===== src/hw/adco_regs.vh =====
// register offsets, field positions, reset values and codes of the audio input control block
`ifndef ADCO_REGS_VH
`define ADCO_REGS_VH

// register indices; the byte address is four times the index
`define ADCO_IDX_AIC 6'h02
`define ADCO_IDX_SLOT 6'h03
`define ADCO_IDX_STAT 6'h20

// reset values
`define ADCO_RST_AIC 8'h04
`define ADCO_RST_SLOT 8'h80

// field positions in audio_input_control
`define ADCO_BIT_SKIP 7
`define ADCO_BIT_SRC 6
`define ADCO_BIT_RSV_HI 5
`define ADCO_BIT_RSV_LO 4
`define ADCO_BIT_SPEED 3
`define ADCO_FMT_HI 2
`define ADCO_FMT_LO 0

// field position of the slot select in the slot control register
`define ADCO_SLOT_HI 2
`define ADCO_SLOT_LO 0

// serial audio word format codes
`define ADCO_FMT_RJ24 3'h0
`define ADCO_FMT_RJ20 3'h1
`define ADCO_FMT_RJ18 3'h2
`define ADCO_FMT_RJ16 3'h3
`define ADCO_FMT_I2S 3'h4
`define ADCO_FMT_LJ 3'h5

// word widths in bits and slot length
`define ADCO_W24 6'h18
`define ADCO_W20 6'h14
`define ADCO_W18 6'h12
`define ADCO_W16 6'h10
`define ADCO_SLOT_LEN 6'h20

// high-pass pole shift for single and double speed
`define ADCO_HPF_K_SS 5'h0A
`define ADCO_HPF_K_DS 5'h0B

`endif


===== src/hw/adco_top.v =====
// audio input control register with serial audio receiver and filter path
//
// Implementation choices: register access over Avalon-MM and the register offsets.
`timescale 1ns/1ps
`default_nettype none
`include "adco_regs.vh"

// What this block does
// - filter skip bit zero filters audio, one routes audio around the filter
// - the enabled filter removes dc so dc protection is not tripped
// - slot source zero takes channel from address pins, one from slot select
// - speed bit picks single speed when zero, double speed when one
// - format codes zero to three are right justified 24, 20, 18, 16 bits
// - code four is standard i2s and reset value, five left justified
// - slot select field names the tdm channel when slot source is set
module adco_top
(
   // clock and reset
   input wire clock,
   input wire rst_n,
   // avalon-mm register slave
   input wire [7:0] avs_address,
   input wire avs_read,
   input wire avs_write,
   input wire [31:0] avs_writedata,
   input wire [3:0] avs_byteenable,
   output wire avs_waitrequest,
   output reg [31:0] avs_readdata,
   // device address straps and serial audio pins
   input wire [2:0] bus_addr_pins,
   input wire sclk_pin,
   input wire lrclk_pin,
   input wire sdata_pin,
   // playback sample stream
   output wire play_valid,
   output wire [23:0] play_sample,
   // settings seen by the rest of the audio path
   output wire rate_speed_sel,
   output wire [2:0] input_format_sel,
   output wire [2:0] play_slot
);

   // word width of a format; short right-justified words end the slot
   function [5:0] fmt_width;
      input [2:0] fmt;
      begin
         case (fmt)
            `ADCO_FMT_RJ20: fmt_width = `ADCO_W20;
            `ADCO_FMT_RJ18: fmt_width = `ADCO_W18;
            `ADCO_FMT_RJ16: fmt_width = `ADCO_W16;
            default: fmt_width = `ADCO_W24;
         endcase
      end
   endfunction

   // first bit position in the slot of a format
   function [5:0] fmt_first;
      input [2:0] fmt;
      begin
         case (fmt)
            `ADCO_FMT_RJ24,
            `ADCO_FMT_RJ20,
            `ADCO_FMT_RJ18,
            `ADCO_FMT_RJ16: fmt_first = `ADCO_SLOT_LEN - fmt_width(fmt);
            `ADCO_FMT_LJ: fmt_first = 6'h00;
            default: fmt_first = 6'h01;
         endcase
      end
   endfunction

   // registers
   reg [7:0] aic_q;
   reg [7:0] slot_q;
   reg ack_q;

   // synchronisers
   reg [2:0] addr_s1_q;
   reg [2:0] addr_s2_q;
   reg sclk_s1_q;
   reg sclk_s2_q;
   reg sclk_s3_q;
   reg lr_s1_q;
   reg lr_s2_q;
   reg sd_s1_q;
   reg sd_s2_q;

   // receiver state
   reg lr_prev_q;
   reg [7:0] bit_pos_q;
   reg [23:0] shift_q;
   reg raw_valid_q;
   reg [23:0] raw_sample_q;
   reg [7:0] bit_pos_d;
   reg [23:0] shift_d;

   // control decode
   wire filter_skip_bit;
   wire slot_source_sel;
   wire [2:0] slot_select;
   wire is_i2s;
   wire [5:0] word_w;
   wire [5:0] first_pos;
   wire [4:0] pole_shift;
   wire req;
   wire take;
   wire sclk_rise;
   wire frame_start;
   wire [5:0] slot_pos;
   wire [2:0] slot_idx;
   wire in_win;
   wire slot_end;
   wire [7:0] status;

   assign filter_skip_bit = aic_q[`ADCO_BIT_SKIP];
   assign slot_source_sel = aic_q[`ADCO_BIT_SRC];
   assign rate_speed_sel = aic_q[`ADCO_BIT_SPEED];
   assign input_format_sel = aic_q[`ADCO_FMT_HI:`ADCO_FMT_LO];
   assign slot_select = slot_q[`ADCO_SLOT_HI:`ADCO_SLOT_LO];

   // playback channel source
   assign play_slot = slot_source_sel ? slot_select : addr_s2_q;

   // reserved codes six and seven fall back to i2s framing;
   // code four does too; every code other than four, six and seven frames on the rising lrclk edge
   assign is_i2s = (input_format_sel[2:1] == 2'b11) ||
                   (input_format_sel == `ADCO_FMT_I2S);
   assign word_w = fmt_width(input_format_sel);
   assign first_pos = fmt_first(input_format_sel);

   // filter pole follows the sample rate so the corner stays put
   assign pole_shift = rate_speed_sel ? `ADCO_HPF_K_DS : `ADCO_HPF_K_SS;

   // bus handshake: one wait cycle, then the answer
   // waitrequest is combinational so the wait shows in the request's
   // own cycle; ack drops after the taken edge, so a back-to-back
   // request gets its wait cycle again
   assign req = avs_read | avs_write;
   assign take = req & ack_q;
   assign avs_waitrequest = req & ~ack_q;

   // status: active slot, filter in use, speed, format reserved flag
   // status is read only; writes to its index are dropped
   assign status = {2'h0, (input_format_sel[2:1] == 2'b11), rate_speed_sel,
                    ~filter_skip_bit, play_slot};

   // register writes and the handshake flag
   always @(posedge clock)
   begin
      if (!rst_n)
      begin
         aic_q <= `ADCO_RST_AIC;
         slot_q <= `ADCO_RST_SLOT;
         ack_q <= 1'b0;
      end
      else
      begin
         ack_q <= req & ~ack_q;
         if (take && avs_write && avs_byteenable[0])
         begin
            if (avs_address == {`ADCO_IDX_AIC, 2'b00})
               aic_q <= avs_writedata[7:0];
            else if (avs_address == {`ADCO_IDX_SLOT, 2'b00})
               slot_q <= avs_writedata[7:0];
         end
      end
   end

   // read data are captured in the wait cycle, unmapped reads give zero
   // capturing early lets readdata come from a flop and still stand at
   // the edge where waitrequest is low
   always @(posedge clock)
   begin
      if (!rst_n)
         avs_readdata <= 32'h00000000;
      else if (req && !ack_q && avs_read)
      begin
         if (avs_address == {`ADCO_IDX_AIC, 2'b00})
            avs_readdata <= {24'h000000, aic_q};
         else if (avs_address == {`ADCO_IDX_SLOT, 2'b00})
            avs_readdata <= {24'h000000, slot_q};
         else if (avs_address == {`ADCO_IDX_STAT, 2'b00})
            avs_readdata <= {24'h000000, status};
         else
            avs_readdata <= 32'h00000000;
      end
   end

   // two-stage synchronisers for the pins, third stage for edges
   // sclk must run no faster than half of clock or rises are missed
   always @(posedge clock)
   begin
      if (!rst_n)
      begin
         addr_s1_q <= 3'h0;
         addr_s2_q <= 3'h0;
         sclk_s1_q <= 1'b0;
         sclk_s2_q <= 1'b0;
         sclk_s3_q <= 1'b0;
         lr_s1_q <= 1'b0;
         lr_s2_q <= 1'b0;
         sd_s1_q <= 1'b0;
         sd_s2_q <= 1'b0;
      end
      else
      begin
         addr_s1_q <= bus_addr_pins;
         addr_s2_q <= addr_s1_q;
         sclk_s1_q <= sclk_pin;
         sclk_s2_q <= sclk_s1_q;
         sclk_s3_q <= sclk_s2_q;
         lr_s1_q <= lrclk_pin;
         lr_s2_q <= lr_s1_q;
         sd_s1_q <= sdata_pin;
         sd_s2_q <= sd_s1_q;
      end
   end

   // frame starts on the lrclk edge that opens the first channel
   // lrclk is looked at only on sclk rises, so a glitch between rises
   // is ignored; the bit counter wraps every 256 rises on its own
   assign sclk_rise = sclk_s2_q & ~sclk_s3_q;
   assign frame_start = (lr_s2_q != lr_prev_q) && (lr_s2_q == ~is_i2s);

   // bit position within the frame at this sclk rise
   always @*
   begin
      bit_pos_d = bit_pos_q;
      if (frame_start)
         bit_pos_d = 8'h00;
      else
         bit_pos_d = bit_pos_q + 8'h01;
   end

   assign slot_pos = {1'b0, bit_pos_d[4:0]};
   assign slot_idx = bit_pos_d[7:5];
   assign in_win = (slot_idx == play_slot) && (slot_pos >= first_pos) &&
                   (slot_pos < first_pos + word_w);
   assign slot_end = (slot_idx == play_slot) &&
                     (slot_pos == `ADCO_SLOT_LEN - 6'h01);

   // shift register next value, msb first
   // a frame start clears the word so a cut frame leaves no stale bits
   always @*
   begin
      shift_d = frame_start ? 24'h000000 : shift_q;
      if (in_win)
         shift_d = {shift_d[22:0], sd_s2_q};
   end

   // serial receiver: shift the chosen slot and emit at its end
   always @(posedge clock)
   begin
      if (!rst_n)
      begin
         lr_prev_q <= 1'b0;
         bit_pos_q <= 8'h00;
         shift_q <= 24'h000000;
         raw_valid_q <= 1'b0;
         raw_sample_q <= 24'h000000;
      end
      else
      begin
         raw_valid_q <= 1'b0;
         if (sclk_rise)
         begin
            lr_prev_q <= lr_s2_q;
            bit_pos_q <= bit_pos_d;
            if (slot_end)
            begin
               // left-align short words to the full sample width
               raw_sample_q <= shift_d << (`ADCO_W24 - word_w);
               raw_valid_q <= 1'b1;
               shift_q <= 24'h000000;
            end
            else
               shift_q <= shift_d;
         end
      end
   end

   // dc-removing filter or bypass
   // filter state keeps running in bypass, so enabling it mid-stream
   // starts from the true sample history
   adco_hpf u_hpf
   (
      .clock(clock),
      .rst_n(rst_n),
      .bypass(filter_skip_bit),
      .pole_shift(pole_shift),
      .in_valid(raw_valid_q),
      .in_sample(raw_sample_q),
      .out_valid(play_valid),
      .out_sample(play_sample)
   );

endmodule // adco_top

`default_nettype wire


===== src/hw/adco_hpf.v =====
// first order dc-removing high-pass filter with bypass
`timescale 1ns/1ps
`default_nettype none

module adco_hpf
(
   // clock and reset
   input wire clock,
   input wire rst_n,
   // control
   input wire bypass,
   input wire [4:0] pole_shift,
   // sample in
   input wire in_valid,
   input wire [23:0] in_sample,
   // sample out
   output reg out_valid,
   output reg [23:0] out_sample
);

   reg signed [27:0] x_prev_q;
   reg signed [27:0] y_prev_q;
   wire signed [27:0] x_ext;
   wire signed [27:0] y_new;
   wire signed [23:0] y_sat;

   // y = x - x_prev + y_prev - y_prev * 2^-k, a pole just below one
   assign x_ext = {{4{in_sample[23]}}, in_sample};
   assign y_new = x_ext - x_prev_q + y_prev_q - (y_prev_q >>> pole_shift);

   // saturate back to the sample width
   assign y_sat = (y_new > 28'sh07FFFFF) ? 24'sh7FFFFF :
                  (y_new < -28'sh0800000) ? 24'sh800000 : y_new[23:0];

   // filter state moves only on a new sample
   always @(posedge clock)
   begin
      if (!rst_n)
      begin
         x_prev_q <= 28'h0000000;
         y_prev_q <= 28'h0000000;
         out_valid <= 1'b0;
         out_sample <= 24'h000000;
      end
      else
      begin
         out_valid <= in_valid;
         if (in_valid)
         begin
            x_prev_q <= x_ext;
            y_prev_q <= y_new;
            if (bypass)
               out_sample <= in_sample;
            else
               out_sample <= y_sat;
         end
      end
   end

endmodule // adco_hpf

`default_nettype wire


===== config.mk =====
export PLATFORM = sky130hd
export DESIGN_NAME = adco_top
export DESIGN_NICKNAME = d
export VERILOG_FILES = /design/src/hw/adco_top.v /design/src/hw/adco_hpf.v
export VERILOG_INCLUDE_DIRS = /design/src /design/src/hw
export SDC_FILE = /design/constraint.sdc
export NUM_CORES = 1
export LEC_CHECK = 0
export ABC_AREA = 1
export BUFFER_PORTS_ARGS = -buffer_cell sky130_fd_sc_hd__buf_2
export CAP_MARGIN = 30
export CORE_ASPECT_RATIO = 2
export CORE_UTILIZATION = 45
export DETAILED_ROUTE_END_ITERATION = 7
export PLACE_DENSITY = 0.7
export SYNTH_ARGS = -nofsm -noshare
export SYNTH_HDL_FRONTEND = slang
export SYNTH_SLANG_ARGS = --single-unit
export TNS_END_PERCENT = 10

===== constraint.sdc =====
create_clock -name clock -period 14.9 [get_ports clock]
set_input_delay 2.235 -clock clock [delete_from_list [all_inputs] [get_ports clock]]
set_output_delay 2.235 -clock clock [all_outputs]
set_load 0.01 [all_outputs]

==> flow_metrics.py, run 1 <==
metrics = {
    "run_status": {
        "status": "finished clean",
    },
    "critical_path": {
        "r2r-end": "u_hpf.out_sample[20]",
        "required_ns": 15.20,
        "cp-end-kind": "flip-flop",
        "cp_common_cell": "nand2_1",
        "crit_path_start_kind": "flip-flop",
        "r2r_slack_ns": 8.33,
        "cp_slowest_stage_delay_ns": 0.68,
        "path_class": "reg -> reg",
        "rr_worst_depth": 26,
        "critPathMaxFanout": 23,
        "arrival_ns": 6.86,
        "reg2reg_from": "raw_sample_q[0]",
        "cpLargestDelayFamily": "simple AND/OR/NAND/NOR gates",
        "crit_buf_inv": 2,
        "cpMaxStageDelayCell": "nand2_1",
    },
    "hold_path": {
        "hold_path.class": "reg -> reg",
        "min_to": "lr_s2_q",
        "holdCritStartpoint": "lr_s1_q",
        "hold_depth": 2,
    },
    "cts": {
        "cts_resized": 0,
        "clock-root-buffer": "clkbuf_16",
        "clockBufferDepth": 2,
        "post_cts_buffers": 0,
        "clk_latency_ns": 0.46,
        "cts_tree": "built",
        "clock-sinks": 173,
        "htreeDepth": 4,
        "holdBufCountCts": 0,
        "path_clk_slew_ns": 0.07,
        "cts_buffers": 17,
    },
    "final_layout": {
        "layout.nets": 1985,
        "drive_above_1_share_pct": 7.41,
        "fillers": 2748,
        "num_antenna_cells": 0,
        "syn_to_final_growth_pct": 7.38,
    },
    "place": {
        "port_buffers": 67,
        "hpwl_um": 26000,
        "dp_worst_setup_slack_ns": 8.39,
        "gp_congestion": 0.991,
    },
    "timing": {
        "fin_ws_ns": 8.33,
        "fmax_ghz": 0.152,
        "rsz0062_at_grt": "false",
        "setup_viol": 0,
        "relSlewSlack_pct": 32.8,
        "slew_viol_final": 0,
        "hold_viol": 0,
        "fin_skew_ns": 0.0125,
        "min_period_ns": 6.57,
        "finalCritPeriodShare_pct": 44.1,
        "fin_tns_setup_ns": 0,
        "worst_pin_slew_ns": 1.01,
    },
    "power_and_ir_drop": {
        "p_switching_w": 0.000287,
        "p_int_w": 0.000722,
        "p_sw_share_pct": 28.5,
        "max-vdd-ir-drop_uv": 81.3,
        "power.leakage_nw": 6.53,
        "seqPwrFrac_pct": 46.9,
        "pwr-share-comb_pct": 12.1,
        "power.density_nw_per_um2": 77.0,
        "clockPowerShare_pct": 41.0,
    },
    "routing": {
        "drtIter0Drc": 668,
        "viasPerCell": 5.33,
        "ant_nets": 0,
        "drc": 0,
        "wl_per_cell_um": 15.4,
        "dr_total_vias": 11700,
        "routed_wl_um": 33800,
        "firstDrtPassIters": 8,
    },
    "grt": {
        "grt_overflow": 0,
        "grt_max_degree": 92,
        "grt_pass1_wl_um": 54800,
        "grt_pass1_vias": 11300,
        "antenna_found_initial": 0,
        "grt.total_usage_pct": 25.0,
    },
    "floorplanning": {
        "num_rows": 84,
        "ios": 119,
        "die_h_um": 235,
        "core-area_um2": 26500,
        "start_util_pct": 46.1,
        "design.die.area_um2": 27800,
        "die_w_um": 118,
    },
    "job": {
        "drv_cap": 0,
    },
    "yosys": {
        "ys_seq_area_share_pct": 28.4,
        "yosys_warnings": 0,
        "synth.distinct_cells": 43,
        "netlist_instances": 1827,
        "synth_area_um2": 12200,
        "syn_area_per_cell_um2": 6.68,
        "ys_ff_latch": 173,
    },
}
## power groups by stage
stage / registers (W) / logic (W) / clock network (W)
finish: 0.000473 / 0.000122 / 0.000413
global route: 0.000474 / 0.000140 / 0.000442
CTS: 0.000473 / 0.000121 / 0.000424
detailed placement: 0.000484 / 0.000120 / 0
global placement: 0.000484 / 0.000119 / 0
floorplan: 0.000484 / 0.0000988 / 0
## stage by stage
stage	utilization (%)	area (µm²)	cells	hold slack, ns	total power [W]
floorplan	-	12300	1850	0.390	0.000582
global placement	47.4	12600	2161	0.397	0.000602
detailed placement	47.4	12600	2161	0.406	0.000604
CTS	49.5	13100	2192	0.424	0.00102
global route	49.5	13100	2192	0.435	0.00106
finish	49.5	13100	2192	0.415	0.00101
## layer usage
| metal | part of all wire [%] | global-route usage, % | wire (µm) | vias to the layer above |
|---|---|---|---|---|
| met5 | 0 | 0 | 0 | - |
| met4 | 7.2 | 18.3 | 2430 | 0 |
| met3 | 2.9 | 3.52 | 983 | 128 |
| met2 | 54 | 48.1 | 18200 | 296 |
| met1 | 36 | 23.4 | 12200 | 5323 |
| li1 | - | - | - | 5941 |
## placed cells by master (no fill, tap or decap), types with 7 or more instances in the layout
| cell | n |
|---|---|
| buf_4 | 10 |
| nand2_2 | 7 |
| a21oi_1 | 192 |
| ha_1 | 67 |
| conb_1 | 25 |
| o21bai_1 | 8 |
| inv_1 | 245 |
| nand2_1 | 383 |
| xnor2_1 | 13 |
| nand4_1 | 12 |
| nand3_1 | 241 |
| fa_1 | 28 |
| clkbuf_16 | 17 |
| xor2_1 | 35 |
| o211ai_1 | 8 |
| nor3_1 | 12 |
| o21ai_0 | 133 |
| nor2_1 | 102 |
| dfxtp_1 | 173 |
| buf_2 | 67 |
## cell families after synthesis
group                    count (synthesis)  share of synthesized area [%]
AO/OA/AOI/OAI                          371                           16.3
XOR/XNOR                                48                           3.45
adder cells (fa/ha/maj)                 95                           11.5
buffers and inverters                  362                           12.4
flip-flops                             173                           28.4
other                                    2                         0.0616
AND/OR/NAND/NOR                        776                           27.9
## sequential cells by signal (all words and copies together), names as in the netlist, 8 cells and up
register,flops
u_hpf.y_prev_q,28
raw_sample_q,24
aic_q,8
u_hpf.out_sample,24
bit_pos_q,8
avs_readdata,8
slot_q,8
shift_q,24
u_hpf.x_prev_q,24
## synth_stat cells
library cell,count,area share [%]
o221ai_1,3,0.22
a211oi_1,1,0.062
or2_2,1,0.051
inv_1,247,7.6
nor3_1,12,0.49
a21oi_2,1,0.072
o21bai_1,8,0.49
nand2_2,7,0.36
or2_4,1,0.072
fa_1,28,4.6
nor2_1,103,3.2
dfxtp_1,173,28
a31oi_1,4,0.21
a21oi_1,192,7.9
nand3_4,1,0.14
o311ai_0,1,0.072
nor3_4,1,0.13
inv_2,3,0.092
o211ai_1,8,0.49
nand2_1,383,12
ha_1,67,6.9
clkinv_1,2,0.062
o221a_2,6,0.55
buf_2,11,0.45
buf_1,6,0.18
xor2_1,35,2.5
conb_1,2,0.062
nand3_1,241,9.9
o21a_1,1,0.062
buf_6,4,0.37
xnor2_1,13,0.93
nand3b_1,4,0.25
clkbuf_1,60,1.8
buf_4,29,1.8
nor4_1,4,0.21
a22oi_1,2,0.12
nand4_1,12,0.62
a21o_1,5,0.31
nand3_2,3,0.25
a21boi_0,5,0.31
o21ai_0,133,5.5
o21ai_1,1,0.041
nor2_8,3,0.49
## final cells by class
| type | instances | area (µm²) | share of cell area (%) |
|---|---|---|---|
| sequential | 173 | 3460 | 26.4 |
| tap | 344 | 430 | 3.29 |
| clock inverter | 12 | 91.3 | 0.697 |
| timing repair buffer | 77 | 410 | 3.13 |
| clock buffer | 19 | 443 | 3.38 |
| multi-input combinational | 1315 | 7310 | 55.8 |
| inverter | 252 | 947 | 7.23 |
## worst max path at each step
stage               startpoint                    to  cells past startpoint
2_1_floorplan  raw_sample_q[0]   u_hpf.out_sample[3]                     27
3_3_place_gp   raw_sample_q[0]  u_hpf.out_sample[20]                     26
3_5_place_dp   raw_sample_q[0]  u_hpf.out_sample[20]                     26
4_1_cts        raw_sample_q[0]  u_hpf.out_sample[20]                     26
5_1_grt        raw_sample_q[0]   u_hpf.out_sample[1]                     27
6_report       raw_sample_q[0]  u_hpf.out_sample[20]                     26
## worst min-delay path, delay by kind of cell (launching register included)
family        cells  cell delay, ns
simple gates      1            0.04
flops             1            0.31
buf+inv           1            0.04
No activity file was read; power rests on OpenSTA's default activity.
==> inputs of run 2 (changes only) <==
--- a/config.mk
+++ b/config.mk
@@ -12,7 +12,7 @@
 export CORE_ASPECT_RATIO = 2
 export CORE_UTILIZATION = 45
 export DETAILED_ROUTE_END_ITERATION = 7
-export PLACE_DENSITY = 0.7
+export PLACE_DENSITY = 0.73
 export SYNTH_ARGS = -nofsm -noshare
 export SYNTH_HDL_FRONTEND = slang
 export SYNTH_SLANG_ARGS = --single-unit
==> constraint.sdc (replaced) <==
create_clock -name clock -period 5.9 [get_ports clock]
set_input_delay 0.885 -clock clock [delete_from_list [all_inputs] [get_ports clock]]
set_output_delay 0.885 -clock clock [all_outputs]
set_load 0.01 [all_outputs]
==> run 2 against run 1 <==
Count of clock-buffer cells in the layout shrank 2; final area grew 1.6%; total power grew to 2.6 times the previous value; first-iteration DRC count shrank 5.8%; critical path depth grew 2; clock power grew to 2.8 times the previous value; worst hold slack gained 0.00057 ns.
==> flow_metrics.py, run 2 (synthesis gave the netlist of run 1 again) <==
metrics = {
    "critical_path": {
        "rr_worst_depth": 28,
        "path_class": "reg -> reg",
        "r2r-end": "u_hpf.out_sample[18]",
        "arrival_ns": 5.73,
        "reg2reg_from": "raw_sample_q[0]",
        "cp_slowest_stage_delay_ns": 0.45,
        "crit_buf_inv": 3,
        "path_depth": 28,
        "required_ns": 6.20,
        "crit_end": "u_hpf.out_sample[18]",
        "cpMaxStageDelayCell": "fa_1",
        "worstSetupStartpoint": "raw_sample_q[0]",
        "r2r_slack_ns": 0.47,
        "crit_path_start_kind": "flip-flop",
        "cp-end-kind": "flip-flop",
        "critPathMaxFanout": 23,
        "cpLargestDelayFamily": "compound AO/OA/AOI/OAI gates",
        "cp_common_cell": "nand2_1",
    },
    "cts": {
        "cts_resized": 0,
        "clock-root-buffer": "clkbuf_16",
        "post_cts_buffers": 0,
        "cts_buffers": 17,
        "path_clk_slew_ns": 0.08,
        "clock-sinks": 173,
        "clk_latency_ns": 0.46,
        "clockBufferDepth": 2,
        "htreeDepth": 4,
        "cts_tree": "built",
        "holdBufCountCts": 0,
    },
    "timing": {
        "setup_viol": 0,
        "min_period_ns": 5.43,
        "hold_viol": 0,
        "slew_viol_final": 0,
        "fin_skew_ns": 0.00937,
        "relSlewSlack_pct": 39.2,
        "worst_pin_slew_ns": 0.912,
        "fmax_ghz": 0.184,
        "fin_tns_setup_ns": 0,
        "rsz0062_at_grt": "false",
        "finalCritPeriodShare_pct": 92.0,
    },
    "routing": {
        "ant_nets": 0,
        "drtIter0Drc": 629,
        "wl_per_cell_um": 15.0,
        "viasPerCell": 5.32,
        "routed_wl_um": 33100,
        "firstDrtPassIters": 5,
        "dr_total_vias": 11700,
        "drc": 0,
    },
    "power_and_ir_drop": {
        "p_total_w": 0.00267,
        "max-vdd-ir-drop_uv": 182,
        "power.leakage_nw": 6.64,
        "power.density_nw_per_um2": 200,
    },
    "floorplanning": {
        "die_h_um": 235,
        "num_rows": 84,
        "start_util_pct": 46.1,
        "design.die.area_um2": 27800,
        "die_w_um": 118,
        "core-area_um2": 26500,
        "ios": 119,
    },
    "grt": {
        "grt_pass1_wl_um": 53700,
        "grt_max_degree": 92,
        "antenna_found_initial": 0,
        "grt.total_usage_pct": 24.3,
        "grt_overflow": 0,
        "grt_pass1_vias": 11500,
    },
    "final_layout": {
        "mostFrequentLayoutCells": "nand2_1 (383), inv_1 (245), nand3_1 (241)",
        "syn_to_final_growth_pct": 9.09,
        "largest_register_ffs": 28,
        "num_antenna_cells": 0,
        "design_area_um2": 13300,
        "drive_above_1_share_pct": 8.02,
        "final_util_pct": 50.2,
        "fillers": 2720,
        "layout.nets": 1995,
        "final_common_cell": "nand2_1",
        "regMostFlops": "u_hpf.y_prev_q",
    },
    "place": {
        "place_area_um2": 12700,
        "hpwl_um": 25900,
        "port_buffers": 67,
        "gp_congestion": 0.970,
    },
    "job": {
        "drv_cap": 0,
    },
    "hold_path": {
        "hold_path.class": "reg -> reg",
        "holdCritStartpoint": "lr_s1_q",
    },
    "run_status": {
        "status": "finished clean",
    },
}
-- run 2: worst min path at each step --
stage / to / depth (start not counted)
floorplan: addr_s2_q[0] / 2
global placement: addr_s2_q[1] / 2
detailed placement: addr_s2_q[2] / 2
CTS: addr_s2_q[2] / 2
global route: lr_s2_q / 2
finish: lr_s2_q / 2
-- run 2: tightest hold or removal path, stage by stage, from the launching register on --
cell	delay, ns
dfxtp_1	0.31
nand2_1	0.05
inv_1	0.04
-- run 2: power breakdown --
part / internal [W] / switching [W] / leakage (nW)
logic: 0.0000901 / 0.000215 / 4.95
registers: 0.00119 / 0.00000940 / 1.40
clock network: 0.000615 / 0.000553 / 0.298
-- run 2: area by class of cell --
type | count | area, µm² | share of cell area [%]
Multi-Input combinational cell | 1315 | 7310 | 55.0
Inverter | 252 | 947 | 7.12
Sequential cell | 173 | 3460 | 26.0
Timing Repair Buffer | 87 | 531 | 3.99
Clock inverter | 15 | 198 | 1.49
Clock buffer | 17 | 425 | 3.20
Tap cell | 344 | 430 | 3.23
-- run 2: routing by layer --
layer | up-vias | global-route usage (%) | wire [µm] | part of all wire, %
met1 | 5361 | 22.0 | 11600 | 35
met5 | - | 0 | 0 | 0
met2 | 279 | 48.0 | 18400 | 56
met3 | 122 | 2.99 | 728 | 2.2
li1 | 5966 | - | - | -
met4 | 0 | 18.1 | 2340 | 7.1
-- run 2: through the flow --
step / setup WS, ns / hold WS (ns) / std cells
floorplan: 1.09 / 0.390 / 1850
global placement: 0.337 / 0.396 / 2170
detailed placement: 0.225 / 0.408 / 2171
CTS: 0.206 / 0.427 / 2203
global route: 0.0459 / 0.443 / 2203
finish: 0.470 / 0.416 / 2203
==> inputs of run 3 (changes only) <==
--- a/config.mk
+++ b/config.mk
@@ -10,9 +10,9 @@
 export BUFFER_PORTS_ARGS = -buffer_cell sky130_fd_sc_hd__buf_2
 export CAP_MARGIN = 30
 export CORE_ASPECT_RATIO = 2
-export CORE_UTILIZATION = 45
+export CORE_UTILIZATION = 25
 export DETAILED_ROUTE_END_ITERATION = 7
-export PLACE_DENSITY = 0.73
+export PLACE_DENSITY = 0.49
 export SYNTH_ARGS = -nofsm -noshare
 export SYNTH_HDL_FRONTEND = slang
 export SYNTH_SLANG_ARGS = --single-unit
==> run 3 against run 2 <==
Worst hold slack lost 0.0047 ns; sequential share of layout area shrank 0.60 points; critical path depth is the same; cell count grew 13%; global-route usage shrank 8.6 points; worst setup slack lost 0.049 ns; combinational power grew 3%; final area grew 2.4%; fmax shrank 0.89%; clock power shrank 7%; critical path type unchanged; largest power group unchanged.
==> flow_metrics.py, run 3 (synthesis gave the netlist of run 1 again) <==
metrics = {
    "final_layout": {
        "regMostFlops": "u_hpf.y_prev_q",
        "num_antenna_cells": 0,
        "layout.nets": 1997,
        "final_common_cell": "nand2_1",
        "syn_to_final_growth_pct": 11.7,
        "mostFrequentLayoutCells": "nand2_1 (383), inv_1 (245), nand3_1 (241)",
        "largest_register_ffs": 28,
        "drive_above_1_share_pct": 8.06,
    },
    "power_and_ir_drop": {
        "max-vdd-ir-drop_uv": 195,
        "p_int_w": 0.00185,
        "clockPowerShare_pct": 41.8,
        "seqPwrFrac_pct": 46.1,
        "pwr-share-comb_pct": 12.1,
        "power.density_nw_per_um2": 191,
        "p_switching_w": 0.000741,
        "power.leakage_nw": 6.61,
        "p_sw_share_pct": 28.6,
    },
    "hold_path": {
        "hold_path.class": "reg -> reg",
        "min_to": "addr_s2_q[0]",
        "holdCritStartpoint": "addr_s1_q[0]",
        "hold_depth": 2,
    },
    "routing": {
        "wl_per_cell_um": 15.0,
        "routed_wl_um": 37400,
        "firstDrtPassIters": 5,
        "viasPerCell": 4.62,
        "drc": 0,
        "ant_nets": 0,
        "dr_total_vias": 11600,
        "drtIter0Drc": 537,
    },
    "cts": {
        "cts_tree": "built",
        "holdBufCountCts": 0,
        "clock-sinks": 173,
        "cts_buffers": 17,
        "post_cts_buffers": 0,
        "clock-root-buffer": "clkbuf_16",
        "cts_resized": 0,
        "clockBufferDepth": 2,
        "clk_latency_ns": 0.46,
        "path_clk_slew_ns": 0.07,
        "htreeDepth": 4,
    },
    "timing": {
        "min_period_ns": 5.48,
        "fin_tns_setup_ns": 0,
        "finalCritPeriodShare_pct": 92.9,
        "hold_viol": 0,
        "fin_skew_ns": 0.00709,
        "setup_viol": 0,
        "slew_viol_final": 0,
        "worst_pin_slew_ns": 0.930,
        "timing.hold.ws_ns": 0.411,
        "rsz0062_at_grt": "false",
        "fmax_ghz": 0.183,
        "relSlewSlack_pct": 38.0,
    },
    "floorplanning": {
        "ios": 119,
        "num_rows": 114,
        "start_util_pct": 25.3,
        "core-area_um2": 48200,
        "design.die.area_um2": 49700,
        "die_h_um": 314,
        "die_w_um": 158,
    },
    "critical_path": {
        "arrival_ns": 5.87,
        "required_ns": 6.29,
        "r2r_slack_ns": 0.42,
        "critPathMaxFanout": 23,
        "cpMaxStageDelayCell": "fa_1",
        "path_class": "reg -> reg",
        "cp_common_cell": "nand2_1",
        "reg2reg_from": "raw_sample_q[0]",
        "r2r-end": "u_hpf.out_sample[7]",
        "cp_slowest_stage_delay_ns": 0.45,
        "rr_worst_depth": 28,
        "cp-end-kind": "flip-flop",
        "crit_path_start_kind": "flip-flop",
    },
    "place": {
        "port_buffers": 67,
        "gp_congestion": 0.897,
        "hpwl_um": 29700,
    },
    "grt": {
        "grt_max_degree": 98,
        "grt_overflow": 0,
        "grt_pass1_wl_um": 59600,
        "grt_util_met1_pct": 13.8,
        "grt_pass1_vias": 11700,
        "grt.met3_usage_pct": 1.46,
        "grt.total_usage_pct": 15.7,
        "top_usage_layer": "met2",
        "antenna_found_initial": 0,
        "grt_use_met2_pct": 32.1,
    },
    "run_status": {
        "status": "finished clean",
    },
    "job": {
        "drv_cap": 0,
    },
}
[run 3: changes by cell type in the layout (fill, tap and decap cells not counted), sizes merged]
cell and change:
bufinv -1, inv -4, clkbuf +4, clkinvlp +3
clkinv -2, buf +2
[run 3: cell type report]
| class | instances | area [µm²] |
|---|---|---|
| fillers | 5455 | 34600 |
| multi-input cells | 1315 | 7310 |
| flip-flops and latches | 173 | 3460 |
| inverters | 252 | 947 |
| repair buffers | 89 | 546 |
| well taps | 638 | 798 |
| clock buffers | 21 | 470 |
| clock inverters | 11 | 82.6 |
[run 3: metal layers]
metal	vias up	wire (µm)
met4	0	2220
met2	200	21800
met5	-	0
met1	5272	12600
li1	5990	-
met3	90	726
[run 3: through the flow]
step           area (µm²)  total power (W)  utilization [%]  setup WS [ns]  cells
2_1_floorplan       12300          0.00147                -           1.09   1850
3_3_place_gp        13000          0.00153             27.0          0.145   2466
3_5_place_dp        13000          0.00153             27.0         0.0954   2466
4_1_cts             13600          0.00264             28.2         0.0776   2498
5_1_grt             13600          0.00272             28.2         0.0206   2499
6_report            13600          0.00260             28.2          0.421   2499
[run 3: power groups by stage]
| stage | sequential (W) | combinational, W | clock, W |
|---|---|---|---|
| after global routing | 0.00120 | 0.000360 | 0.00117 |
| after detailed placement | 0.00122 | 0.000309 | 0 |
| after floorplan | 0.00122 | 0.000250 | 0 |
| final | 0.00120 | 0.000314 | 0.00109 |
| after global placement | 0.00122 | 0.000308 | 0 |
| after CTS | 0.00120 | 0.000311 | 0.00113 |
[run 3: how the worst max path moves through the flow]
stage                               start                    to  depth (start not counted)
final                     raw_sample_q[0]   u_hpf.out_sample[7]                         28
after global routing      raw_sample_q[0]  u_hpf.out_sample[18]                         28
after CTS                 raw_sample_q[0]   u_hpf.out_sample[7]                         28
after detailed placement  raw_sample_q[0]   u_hpf.out_sample[7]                         28
after global placement    raw_sample_q[0]   u_hpf.out_sample[7]                         28
after floorplan           raw_sample_q[0]   u_hpf.out_sample[3]                         27
[run 3: worst max-delay path, delay by kind of cell (launching register included)]
kind,cells,cell delay [ns]
DFF,1,0.33
xor gates and xnor gates,1,0.24
buffers and inverters,4,0.45
adders and majority gates,4,1.45
AOI/OAI and AO/OA,8,1.54
and+or+nand+nor,11,1.37
